===== src/hw/pil_consts.svh =====
// Constants for the preload issue limiter
// What this block does
// - Size mask bits 29:16 ANDed with size
// - Size in words; zero mask gives zero
// - Count mask bits 15:8 ANDed with count
// - Count field is blocks minus one
// - Gap field bits 7:0 sets idle cycles
// - All-ones gap gives one request per 256
// - Register read/write at c11, c1, opcode 1
// - Privileged only; non-secure needs permit bit
// - No preload engine means undefined instruction
`ifndef PIL_CONSTS_SVH
`define PIL_CONSTS_SVH
// ============================================================
// Register selection
`define PIL_CRN 4'hb
`define PIL_CRM 4'h1
`define PIL_OPC1 3'h0
`define PIL_OPC2 3'h1
// ============================================================
// Field layout
`define PIL_SIZE_HI 29
`define PIL_SIZE_LO 16
`define PIL_CNT_HI 15
`define PIL_CNT_LO 8
`define PIL_GAP_HI 7
`define PIL_GAP_LO 0
`define PIL_WR_MASK 32'h3fff_ffff
`define PIL_RESET 32'h0000_0000
`endif


===== src/hw/pil_pkg.sv =====
// Types for the preload issue limiter
package pil_pkg;
  typedef enum logic [1:0] {
    PIL_IDLE,
    PIL_ISSUE,
    PIL_WAIT
  } pil_state_t;
endpackage


===== src/hw/pil_limiter.sv =====
// Parameter register and issue limiting for the background preload engine
`timescale 1ns/1ps
`include "pil_consts.svh"
module pil_limiter #(
  parameter bit HAS_PRELOAD = 1'b1,
  parameter int SIZE_W = 14,
  parameter int CNT_W = 8,
  parameter int GAP_W = 8
) (
  input wire logic core_clk,
  input wire logic resetn,
  input wire logic cp_valid,
  input wire logic cp_write,
  input wire logic [3:0] cp_crn,
  input wire logic [3:0] cp_crm,
  input wire logic [2:0] cp_opc1,
  input wire logic [2:0] cp_opc2,
  input wire logic [31:0] cp_wdata,
  input wire logic cp_privileged,
  input wire logic cp_nonsecure,
  input wire logic nonsecure_preload_permit,
  output logic [31:0] cp_rdata,
  output logic cp_hit,
  output logic cp_undef,
  input wire logic launch,
  input wire logic [SIZE_W-1:0] req_block_size,
  input wire logic [CNT_W-1:0] req_block_number,
  output logic [SIZE_W-1:0] eff_block_size,
  output logic [CNT_W-1:0] eff_block_number,
  input wire logic preload_want,
  output logic preload_grant,
  output pil_pkg::pil_state_t gap_state
);
  import pil_pkg::*;

  if (SIZE_W != `PIL_SIZE_HI - `PIL_SIZE_LO + 1) begin : g_bad_size
    $error("SIZE_W mismatch");
  end
  if (CNT_W != `PIL_CNT_HI - `PIL_CNT_LO + 1) begin : g_bad_cnt
    $error("CNT_W mismatch");
  end
  if (GAP_W != `PIL_GAP_HI - `PIL_GAP_LO + 1) begin : g_bad_gap
    $error("GAP_W mismatch");
  end

  // ============================================================
  // Register access
  logic [31:0] param_q;
  logic sel;
  logic allowed;
  logic [SIZE_W-1:0] size_mask;
  logic [CNT_W-1:0] cnt_mask;
  logic [GAP_W-1:0] gap;

  assign sel = cp_valid && cp_crn == `PIL_CRN && cp_crm == `PIL_CRM
               && cp_opc1 == `PIL_OPC1 && cp_opc2 == `PIL_OPC2;
  assign allowed = cp_privileged && (!cp_nonsecure || nonsecure_preload_permit);
  assign cp_hit = sel && HAS_PRELOAD && allowed;
  assign cp_undef = sel && (!HAS_PRELOAD || !allowed);

  always_ff @(posedge core_clk or negedge resetn) begin
    if (!resetn) begin
      param_q <= `PIL_RESET;
    end else if (cp_hit && cp_write) begin
      param_q <= cp_wdata & `PIL_WR_MASK;
    end
  end

  always_ff @(posedge core_clk or negedge resetn) begin
    if (!resetn) begin
      cp_rdata <= '0;
    end else if (cp_hit && !cp_write) begin
      cp_rdata <= param_q;
    end
  end

  assign size_mask = param_q[`PIL_SIZE_HI:`PIL_SIZE_LO];
  assign cnt_mask = param_q[`PIL_CNT_HI:`PIL_CNT_LO];
  assign gap = param_q[`PIL_GAP_HI:`PIL_GAP_LO];

  // ============================================================
  // Transfer limits at launch
  always_ff @(posedge core_clk or negedge resetn) begin
    if (!resetn) begin
      eff_block_size <= '0;
      eff_block_number <= '0;
    end else if (launch) begin
      eff_block_size <= req_block_size & size_mask;
      eff_block_number <= req_block_number & cnt_mask;
    end
  end

  // ============================================================
  // Issue rate
  logic gap_ready;
  pil_state_t state_q;
  pil_state_t state_d;

  pil_gap_counter #(
    .GAP_W(GAP_W)
  ) u_gap (
    .core_clk(core_clk),
    .resetn(resetn),
    .gap(gap),
    .issued(preload_grant),
    .ready(gap_ready)
  );

  assign preload_grant = preload_want && gap_ready;

  always_comb begin
    state_d = state_q;
    unique case (state_q)
      PIL_IDLE: begin
        if (preload_grant) state_d = (gap == '0) ? PIL_ISSUE : PIL_WAIT;
      end
      PIL_ISSUE: begin
        if (preload_grant) state_d = (gap == '0) ? PIL_ISSUE : PIL_WAIT;
        else state_d = PIL_IDLE;
      end
      PIL_WAIT: begin
        if (preload_grant) state_d = (gap == '0) ? PIL_ISSUE : PIL_WAIT;
        else if (gap_ready) state_d = PIL_IDLE;
      end
    endcase
  end

  always_ff @(posedge core_clk or negedge resetn) begin
    if (!resetn) begin
      state_q <= PIL_IDLE;
    end else begin
      state_q <= state_d;
    end
  end
  assign gap_state = state_q;

  // ============================================================
  // Issue spacing monitor
  logic [GAP_W:0] since_grant_q;
  logic [GAP_W-1:0] gap_at_grant_q;
  logic seen_grant_q;

  // Cycles since the last grant, saturating, and the gap in force then
  always_ff @(posedge core_clk or negedge resetn) begin
    if (!resetn) begin
      since_grant_q <= '0;
      gap_at_grant_q <= '0;
      seen_grant_q <= 1'b0;
    end else if (preload_grant) begin
      since_grant_q <= {{GAP_W{1'b0}}, 1'b1};
      gap_at_grant_q <= gap;
      seen_grant_q <= 1'b1;
    end else if (since_grant_q != '1) begin
      since_grant_q <= since_grant_q + 1'b1;
    end
  end

  // ============================================================
  // Checks
  property p_size_mask;
    @(posedge core_clk) disable iff (!resetn)
      launch |=> eff_block_size == ($past(req_block_size) & $past(size_mask));
  endproperty
  a_size_mask: assert property (p_size_mask) else $error("size mask wrong");

  property p_size_zero;
    @(posedge core_clk) disable iff (!resetn)
      launch && size_mask == '0 |=> eff_block_size == '0;
  endproperty
  a_size_zero: assert property (p_size_zero) else $error("zero size mask leak");

  property p_cnt_mask;
    @(posedge core_clk) disable iff (!resetn)
      launch |=> eff_block_number == ($past(req_block_number) & $past(cnt_mask));
  endproperty
  a_cnt_mask: assert property (p_cnt_mask) else $error("count mask wrong");

  property p_cnt_zero;
    @(posedge core_clk) disable iff (!resetn)
      launch && cnt_mask == '0 |=> eff_block_number == '0;
  endproperty
  a_cnt_zero: assert property (p_cnt_zero) else $error("zero count mask leak");

  property p_gap_ff;
    @(posedge core_clk) disable iff (!resetn)
      preload_grant && gap == 8'hff && $stable(gap) |=> !preload_grant [*8];
  endproperty
  a_gap_ff: assert property (p_gap_ff) else $error("issue too soon");

  property p_gap_zero;
    @(posedge core_clk) disable iff (!resetn)
      preload_grant && gap == '0 ##1 preload_want |-> preload_grant;
  endproperty
  a_gap_zero: assert property (p_gap_zero) else $error("back to back refused");

  property p_write;
    @(posedge core_clk) disable iff (!resetn)
      cp_hit && cp_write |=> param_q == ($past(cp_wdata) & `PIL_WR_MASK);
  endproperty
  a_write: assert property (p_write) else $error("write lost");

  property p_priv;
    @(posedge core_clk) disable iff (!resetn)
      sel && (!cp_privileged || (cp_nonsecure && !nonsecure_preload_permit)) |-> cp_undef;
  endproperty
  a_priv: assert property (p_priv) else $error("unprivileged access passed");

  property p_absent;
    @(posedge core_clk) disable iff (!resetn)
      sel && !HAS_PRELOAD |-> cp_undef && !cp_hit;
  endproperty
  a_absent: assert property (p_absent) else $error("absent engine reached");

  property p_reload;
    @(posedge core_clk) disable iff (!resetn)
      preload_grant && gap == 8'h02 |=> !preload_grant ##1 !preload_grant;
  endproperty
  a_reload: assert property (p_reload) else $error("reload wrong");

  property p_spacing;
    @(posedge core_clk) disable iff (!resetn)
      preload_grant && seen_grant_q |-> since_grant_q > {1'b0, gap_at_grant_q};
  endproperty
  a_spacing: assert property (p_spacing) else $error("grant inside gap");

  property p_read;
    @(posedge core_clk) disable iff (!resetn)
      cp_hit && !cp_write |=> cp_rdata == $past(param_q);
  endproperty
  a_read: assert property (p_read) else $error("read data wrong");

  c_write: cover property (@(posedge core_clk) cp_hit && cp_write);
  c_read: cover property (@(posedge core_clk) cp_hit && !cp_write);
  c_launch: cover property (@(posedge core_clk) launch && size_mask != '0);
  c_wait: cover property (@(posedge core_clk) state_q == PIL_WAIT ##1 preload_grant);
endmodule // pil_limiter


===== src/hw/pil_gap_counter.sv =====
// Down-counter enforcing the gap between preload requests
`timescale 1ns/1ps
module pil_gap_counter #(
  parameter int GAP_W = 8
) (
  input wire logic core_clk,
  input wire logic resetn,
  input wire logic [GAP_W-1:0] gap,
  input wire logic issued,
  output logic ready
);
  logic [GAP_W-1:0] cnt_q;
  if (GAP_W < 1) begin : g_bad_gap
    $error("GAP_W too small");
  end
  // Reload on issue, count idle cycles down
  always_ff @(posedge core_clk or negedge resetn) begin
    if (!resetn) begin
      cnt_q <= '0;
    end else if (issued) begin
      cnt_q <= gap;
    end else if (cnt_q != '0) begin
      cnt_q <= cnt_q - 1'b1;
    end
  end
  assign ready = (cnt_q == '0);
  property p_gap_hold;
    @(posedge core_clk) disable iff (!resetn)
      issued && gap != '0 |=> !ready;
  endproperty
  a_gap_hold: assert property (p_gap_hold) else $error("gap not enforced");
endmodule // pil_gap_counter


===== config.mk =====
export PLATFORM = sky130hd
export DESIGN_NAME = pil_limiter
export DESIGN_NICKNAME = d
export VERILOG_FILES = /design/src/hw/pil_pkg.sv /design/src/hw/pil_limiter.sv /design/src/hw/pil_gap_counter.sv
export VERILOG_INCLUDE_DIRS = /design/src /design/src/hw
export SDC_FILE = /design/constraint.sdc
export NUM_CORES = 1
export LEC_CHECK = 0
export ABC_AREA = 0
export BUFFER_PORTS_ARGS = -buffer_cell sky130_fd_sc_hd__clkbuf_2
export CORE_MARGIN = 5
export CORE_UTILIZATION = 50
export CTS_BUF_LIST = sky130_fd_sc_hd__clkbuf_4
export DETAILED_ROUTE_END_ITERATION = 8
export GPL_TIMING_DRIVEN = 0
export PLACE_DENSITY = 0.8
export SYNTH_ARGS = -nofsm -noshare
export SYNTH_HDL_FRONTEND = slang
export SYNTH_SLANG_ARGS = --single-unit

===== constraint.sdc =====
create_clock -name core_clk -period 2.2 [get_ports core_clk]
set_input_delay 0 -clock core_clk [delete_from_list [all_inputs] [get_ports core_clk]]
set_output_delay 0 -clock core_clk [all_outputs]
set_load 0.05 [all_outputs]

==> results of run 1 <==
stage by stage:
| stage | power, mW | utilization [%] | setup TNS (ps) |
|---|---|---|---|
| CTS | 3.243 | 72.81 | 0 |
| global route | 3.431 | 73.22 | -32.67 |
| finish | 3.269 | 73.22 | 0 |
| global placement | 2.344 | 62.95 | 0 |
| detailed placement | 2.378 | 63.36 | 0 |
| floorplan | 2.196 | - | 0 |
state kept, by name, summed over array words and instances, names as in the netlist:
name              cells
cp_rdata             30
eff_block_number      8
eff_block_size       14
gap_state             2
param_q              30
u_gap.cnt_q           8
worst max-delay path, delay by kind of cell (launching register included):
kind          cells  cell delay, ps
flops             1             430
fa+ha+maj         1             200
simple gates      3             690
buf+inv           2             320
cell families (layout without fill, tap and decap cells):
group | Yosys count | in the layout
AO/OA/AOI/OAI | 43 | 43
XOR/XNOR | 2 | 2
adder cells (fa/ha/maj) | 3 | 3
buffers and inverters | 42 | 249
flip-flops | 92 | 92
multiplexers | 62 | 62
other | 1 | 2
AND/OR/NAND/NOR | 53 | 53
metal layers:
layer	wire (um)	share of wire, %	vias to the layer above	global-route usage [%]
met3	737	7.3	22	6.892
met2	5261	52	130	37.48
met1	3950	39	1527	25.89
met4	198	2.0	0	9.585
li1	-	-	1442	-
met5	0	0	-	0
power groups by stage:
stage          registers (mW)  clock network, mW  logic (mW)
3_3_place_gp             1.92                  0       0.429
2_1_floorplan            1.93                  0       0.261
3_5_place_dp             1.92                  0       0.454
5_1_grt                  1.91              0.880       0.638
6_report                 1.90              0.787       0.582
4_1_cts                  1.89              0.811       0.537
cell type report:
cell class / instances / area (um2)
timing repair buffer: 192 / 1290
clock buffer: 9 / 67.56
multi-input combinational: 165 / 1344
tap: 99 / 123.9
inverter: 28 / 105.1
buffer: 14 / 93.84
fill: 492 / 1963
clock inverter: 6 / 41.29
sequential: 92 / 2302
worst max-delay path by stage:
| stage | endpoint | start | slack (ps) | cells past startpoint |
|---|---|---|---|---|
| after detailed placement | gap_state[0] | u_gap.cnt_q[0] | 310 | 6 |
| after global routing | preload_grant | u_gap.cnt_q[0] | -30 | 6 |
| final | preload_grant | u_gap.cnt_q[0] | 130 | 6 |
| after global placement | cp_rdata[23] | resetn | 80 | 1 |
| after CTS | preload_grant | u_gap.cnt_q[0] | 20 | 6 |
| after floorplan | u_gap.cnt_q[2] | u_gap.cnt_q[0] | 220 | 6 |
repair_timing:
item                                    4_1_cts  5_1_grt
hold endpoints to repair                     92        0
hold buffers                                 57        0
gates resized for setup                       3        0
endpoints found under the setup margin        1        1
buffers inserted                              0        4
pin swaps                                     0        1
placed cells by master, fill, tap and decap left out, types with 2 or more instances in the layout:
master,instances
inv_1,28
dlygate4sd3_1,57
mux2_2,59
clkbuf_8,4
a22o_1,2
nor2_1,3
o21ai_0,27
nand2_1,3
nor3b_1,2
clkinvlp_4,2
a211oi_1,2
clkbuf_2,128
ha_1,3
buf_4,6
buf_2,3
nand2b_1,2
nand3_1,24
a21oi_1,9
conb_1,2
or3_4,2
nor3_1,4
nor4_1,3
dfrtp_1,92
clkbuf_4,10
mux2_4,2
clkbuf_1,6
==> impl_metrics.toml, run 1 <==
[outcome]
status = "completed"

[floorplanning]
start_util_pct = 52.12
coreArea_um2 = 7331
io_pins = 136
die_y_um = 97.42
num_rows = 31
dieArea_um2 = 9491
fp.dieW_um = 97.42

[worst_setup_path]
crit_slowest_cell = "dfrtp_1"
ff2ff_setup_slack_ps = 250
r2r-end = "gap_state[0]"
r2r_cells = 6
path_max_fanout = 4
required_ps = 2200
critPathKind = "register to output port"
worstSetupEndpointType = "output port"
critPathLaunchType = "register"
worstPathCellList = "inv_1, ha_1, nand2b_1, or3_4, nor4_4, clkbuf_8"
critical-path-max-stage-delay_ps = 430
crit_arrival_ps = 2070
r2r_start = "u_gap.cnt_q[0]"

[route]
drt-pass1-iter-count = 6
drt_iter0_markers = 71
drc = 0
wl_per_cell_um = 16.77
ant_nets = 0
routed_wl_mm = 10.15
viasPerCell = 5.159
vias = 3121

[sta]
holdWs_ps = 134.9
tightest_slew_ps = 595.5
relSlewSlack_pct = 60.30
setup_viol = 0
timing.final.ws_setup_ps = 134.2
hold_viol_final = 0
fmax_ghz = 0.4841
period_needed_ps = 2066
skew_ps = 15.51
drv_slew = 0
finalCritPeriodShare_pct = 93.90

[pwr]
internal_power_mw = 2.306
combinationalPowerShare_pct = 17.8
switching_share_pct = 29.47
irDropWorstVdd_mv = 0.3231
cellLeakagePower_nw = 2.793
power.density_nw_per_um2 = 609.1
seq_power_share_pct = 58.2
clockPowerShare_pct = 24.1
p_switching_uw = 963.6

[synthesis]
synthAdderAreaFrac_pct = 0.9823
ys_seq_area_share_pct = 60.25
synth-xor-area-share_pct = 0.4584
synth.yosys.warnings = 0
synth_edf_count = 0
yosysTopAreaCellShare_pct = 60.25
synth_mux_area_share_pct = 18.43
ys_top_cells_by_area = "dfrtp_1, mux2_2, o21ai_0"
yosysTopAreaCell = "dfrtp_1"
syn_area_um2 = 3821
synth_common_cells = "dfrtp_1, mux2_2, inv_1"
yosysMostFrequentCell = "dfrtp_1"
ys_async_sr_fraction_pct = 100.0
synthSimpleGateAreaFrac_pct = 8.382
synth_compound_area_share_pct = 6.189
synth_top_family_by_area = "multiplexers"
synth-seq-cells = 92
syn_avg_cell_area_um2 = 12.82
ys.flop_type = "dfrtp_1"
yosysUniqueCellTypes = 37
synth_cells = 298

[place]
dp_hpwl_mm = 6.721
io_buffers = 130
placed_cell_area_um2 = 4644
dp_worst_setup_slack_ps = 314.0
place.gp.congestion = 0.8157
numPlacedInstances = 529

[finish]
antenna_cells = 0
area.growth.synth_to_final_pct = 40.47
fin_area_um2 = 5368
final_nets = 582
instances_no_fill = 605
drive_gt1_share_pct = 44.47

[global_routing]
antenna_found_initial = 0
track_usage_pct = 22.14
grt_pass1_wl_mm = 16.86
overflow = 0
grt_max_degree = 53
grt_pass1_vias = 3416

[clock_network]
htree_levels = 3
clockBufferDepth = 2
numCtsBuffers = 9
clock_latency_ps = 420
cts_tree = "built"
clkTransAtPathRegs_ps = 140
cts.sinks = 92
cts-root-buf = "clkbuf_4"

[run]
max-cap-violations = 0

[min_path]
hold_class = "input port to asynchronous set/reset pin"
No activity file was read; power rests on OpenSTA's default activity.
==> inputs of run 2 (changes only) <==
Settings changed: CAP_MARGIN set to 20, CORE_MARGIN 5 to unset, SLEW_MARGIN set to 25.
==> impl_metrics.toml, run 2 (synthesized netlist as in run 1, its figures left out) <==
[outcome]
status = "completed"

[sta]
hold_viol_final = 0
period_needed_ps = 2085
rsz0062_at_grt = "false"
finalCritPeriodShare_pct = 94.77
drv_slew = 0
tightest_slew_ps = 671.9
relSlewSlack_pct = 54.73
final.setup.tns_ps = 0
setup_viol = 0
fmax_ghz = 0.4796
skew_ps = 18.45

[clock_network]
cts.sinks = 92
clkTransAtPathRegs_ps = 140
clock_latency_ps = 440
htree_levels = 3
cts-root-buf = "clkbuf_4"
clockBufferDepth = 2
numCtsBuffers = 9
cts_tree = "built"

[place]
numPlacedInstances = 529
dp_hpwl_mm = 6.317
io_buffers = 130
place.gp.congestion = 0.7718

[route]
routed_wl_mm = 9.944
viasPerCell = 5.147
drt_iter0_markers = 79
vias = 3109
drt-pass1-iter-count = 5
ant_nets = 0
wl_per_cell_um = 16.46
drc = 0

[finish]
final_common_cell = "clkbuf_2"
drive_gt1_share_pct = 44.36
antenna_cells = 0
area.growth.synth_to_final_pct = 42.21
final_nets = 580
layout_common_cells = "clkbuf_2, dfrtp_1, mux2_2"
instances_no_fill = 604
top_regs = "cp_rdata (30), param_q (30), eff_block_size (14)"

[worst_setup_path]
critical-path-max-stage-delay_ps = 420
r2r_cells = 6
crit_slowest_cell = "dfrtp_1"
ff2ff_setup_slack_ps = 300
critPathLaunchType = "register"
worstPathCellList = "inv_1, ha_2, nand2b_1, or3_4, nor4_4, clkbuf_8"
r2r-end = "gap_state[0]"
critPathKind = "register to output port"
r2r_start = "u_gap.cnt_q[0]"
crit_arrival_ps = 2080
worstSetupEndpointType = "output port"
path_max_fanout = 4
required_ps = 2200

[floorplanning]
io_pins = 136
dieArea_um2 = 7996
die_y_um = 89.42
fp.dieW_um = 89.42
start_util_pct = 52.12
coreArea_um2 = 7331
num_rows = 31

[pwr]
internal_power_mw = 2.636
combinationalPowerShare_pct = 15.7
p_switching_uw = 959.2
power.density_nw_per_um2 = 661.6
irDropWorstVdd_mv = 0.3569
clockPowerShare_pct = 31.6
cellLeakagePower_nw = 2.820
switching_share_pct = 26.68
seq_power_share_pct = 52.7

[global_routing]
grt_pass1_vias = 3319
overflow = 0
antenna_found_initial = 0
use_met2_pct = 48.37
met1_usage_pct = 30.89
track_usage_pct = 27.15
grt_busiest_layer = "met2"
grt_pass1_wl_mm = 15.86
grt_max_degree = 54
grt_use_met3_pct = 7.756

[min_path]
hold_class = "input port to asynchronous set/reset pin"

[run]
max-cap-violations = 0
-- run 2: cell types whose count changed in the layout (fill, tap and decap cells not counted) --
cell,delta
clkinv_4,-1
clkbuf_8,+1
clkinvlp_4,-1
buf_4,-2
clkbuf_4,-1
bufinv_16,+3
clkinv_2,-1
ha_2,+1
clkinv_1,+1
ha_1,-1
-- run 2: through the flow --
stage	setup WS, ps	hold slack, ps	utilization, %	total power, mW	instance area (um2)
after floorplan	217.6	-295.6	-	2.196	3840
after global placement	94.74	232.4	62.95	2.346	4614
after detailed placement	263.5	-56.15	63.44	2.390	4651
after CTS	22.77	30.60	73.82	3.589	5411
after global routing	7.921	19.23	74.13	3.774	5434
final	115.1	24.59	74.13	3.595	5434
-- run 2: layout make-up --
cell class	count	area, um2
tap	99	123.9
timing repair buffer	190	1281
buffer	14	93.84
multi-input combinational	165	1346
sequential	92	2302
inverter	28	105.1
fill	478	1897
clock buffer	9	67.56
clock inverter	7	113.9
-- run 2: worst max-delay path by stage --
stage / from / end / slack (ps) / cells after the start
6_report: u_gap.cnt_q[0] / preload_grant / 120 / 6
5_1_grt: u_gap.cnt_q[0] / preload_grant / 8 / 6
3_5_place_dp: u_gap.cnt_q[0] / gap_state[0] / 260 / 6
3_3_place_gp: resetn / cp_rdata[22] / 90 / 1
2_1_floorplan: u_gap.cnt_q[0] / u_gap.cnt_q[2] / 220 / 6
4_1_cts: u_gap.cnt_q[0] / preload_grant / 20 / 6
-- run 2: per-layer routing --
metal	vias up	wire length, um
met5	-	0
met4	0	182
met3	15	604
met2	117	5259
met1	1545	3898
li1	1432	-
-- run 2: repair_timing --
item	CTS	global route
hold buffers	57	0
pin swaps	1	1
buffers inserted	0	2
cloned	0	0
resized for setup	2	2
hold endpoints to repair	144	0
setup endpoints to repair	1	1
-- run 2: worst max-delay path, delay by kind of cell (launching register included) --
family	cells	cell delay [ps]
adder cells (fa/ha/maj)	1	210
flip-flops	1	420
AND/OR/NAND/NOR	3	730
buffers and inverters	2	310
-- run 2: power by group through the flow --
| stage | clock (mW) | combinational [mW] | sequential (mW) |
|---|---|---|---|
| 2_1_floorplan | 0 | 0.261 | 1.93 |
| 3_3_place_gp | 0 | 0.431 | 1.92 |
| 3_5_place_dp | 0 | 0.463 | 1.93 |
| 4_1_cts | 1.15 | 0.541 | 1.89 |
| 5_1_grt | 1.23 | 0.632 | 1.91 |
| 6_report | 1.14 | 0.563 | 1.90 |
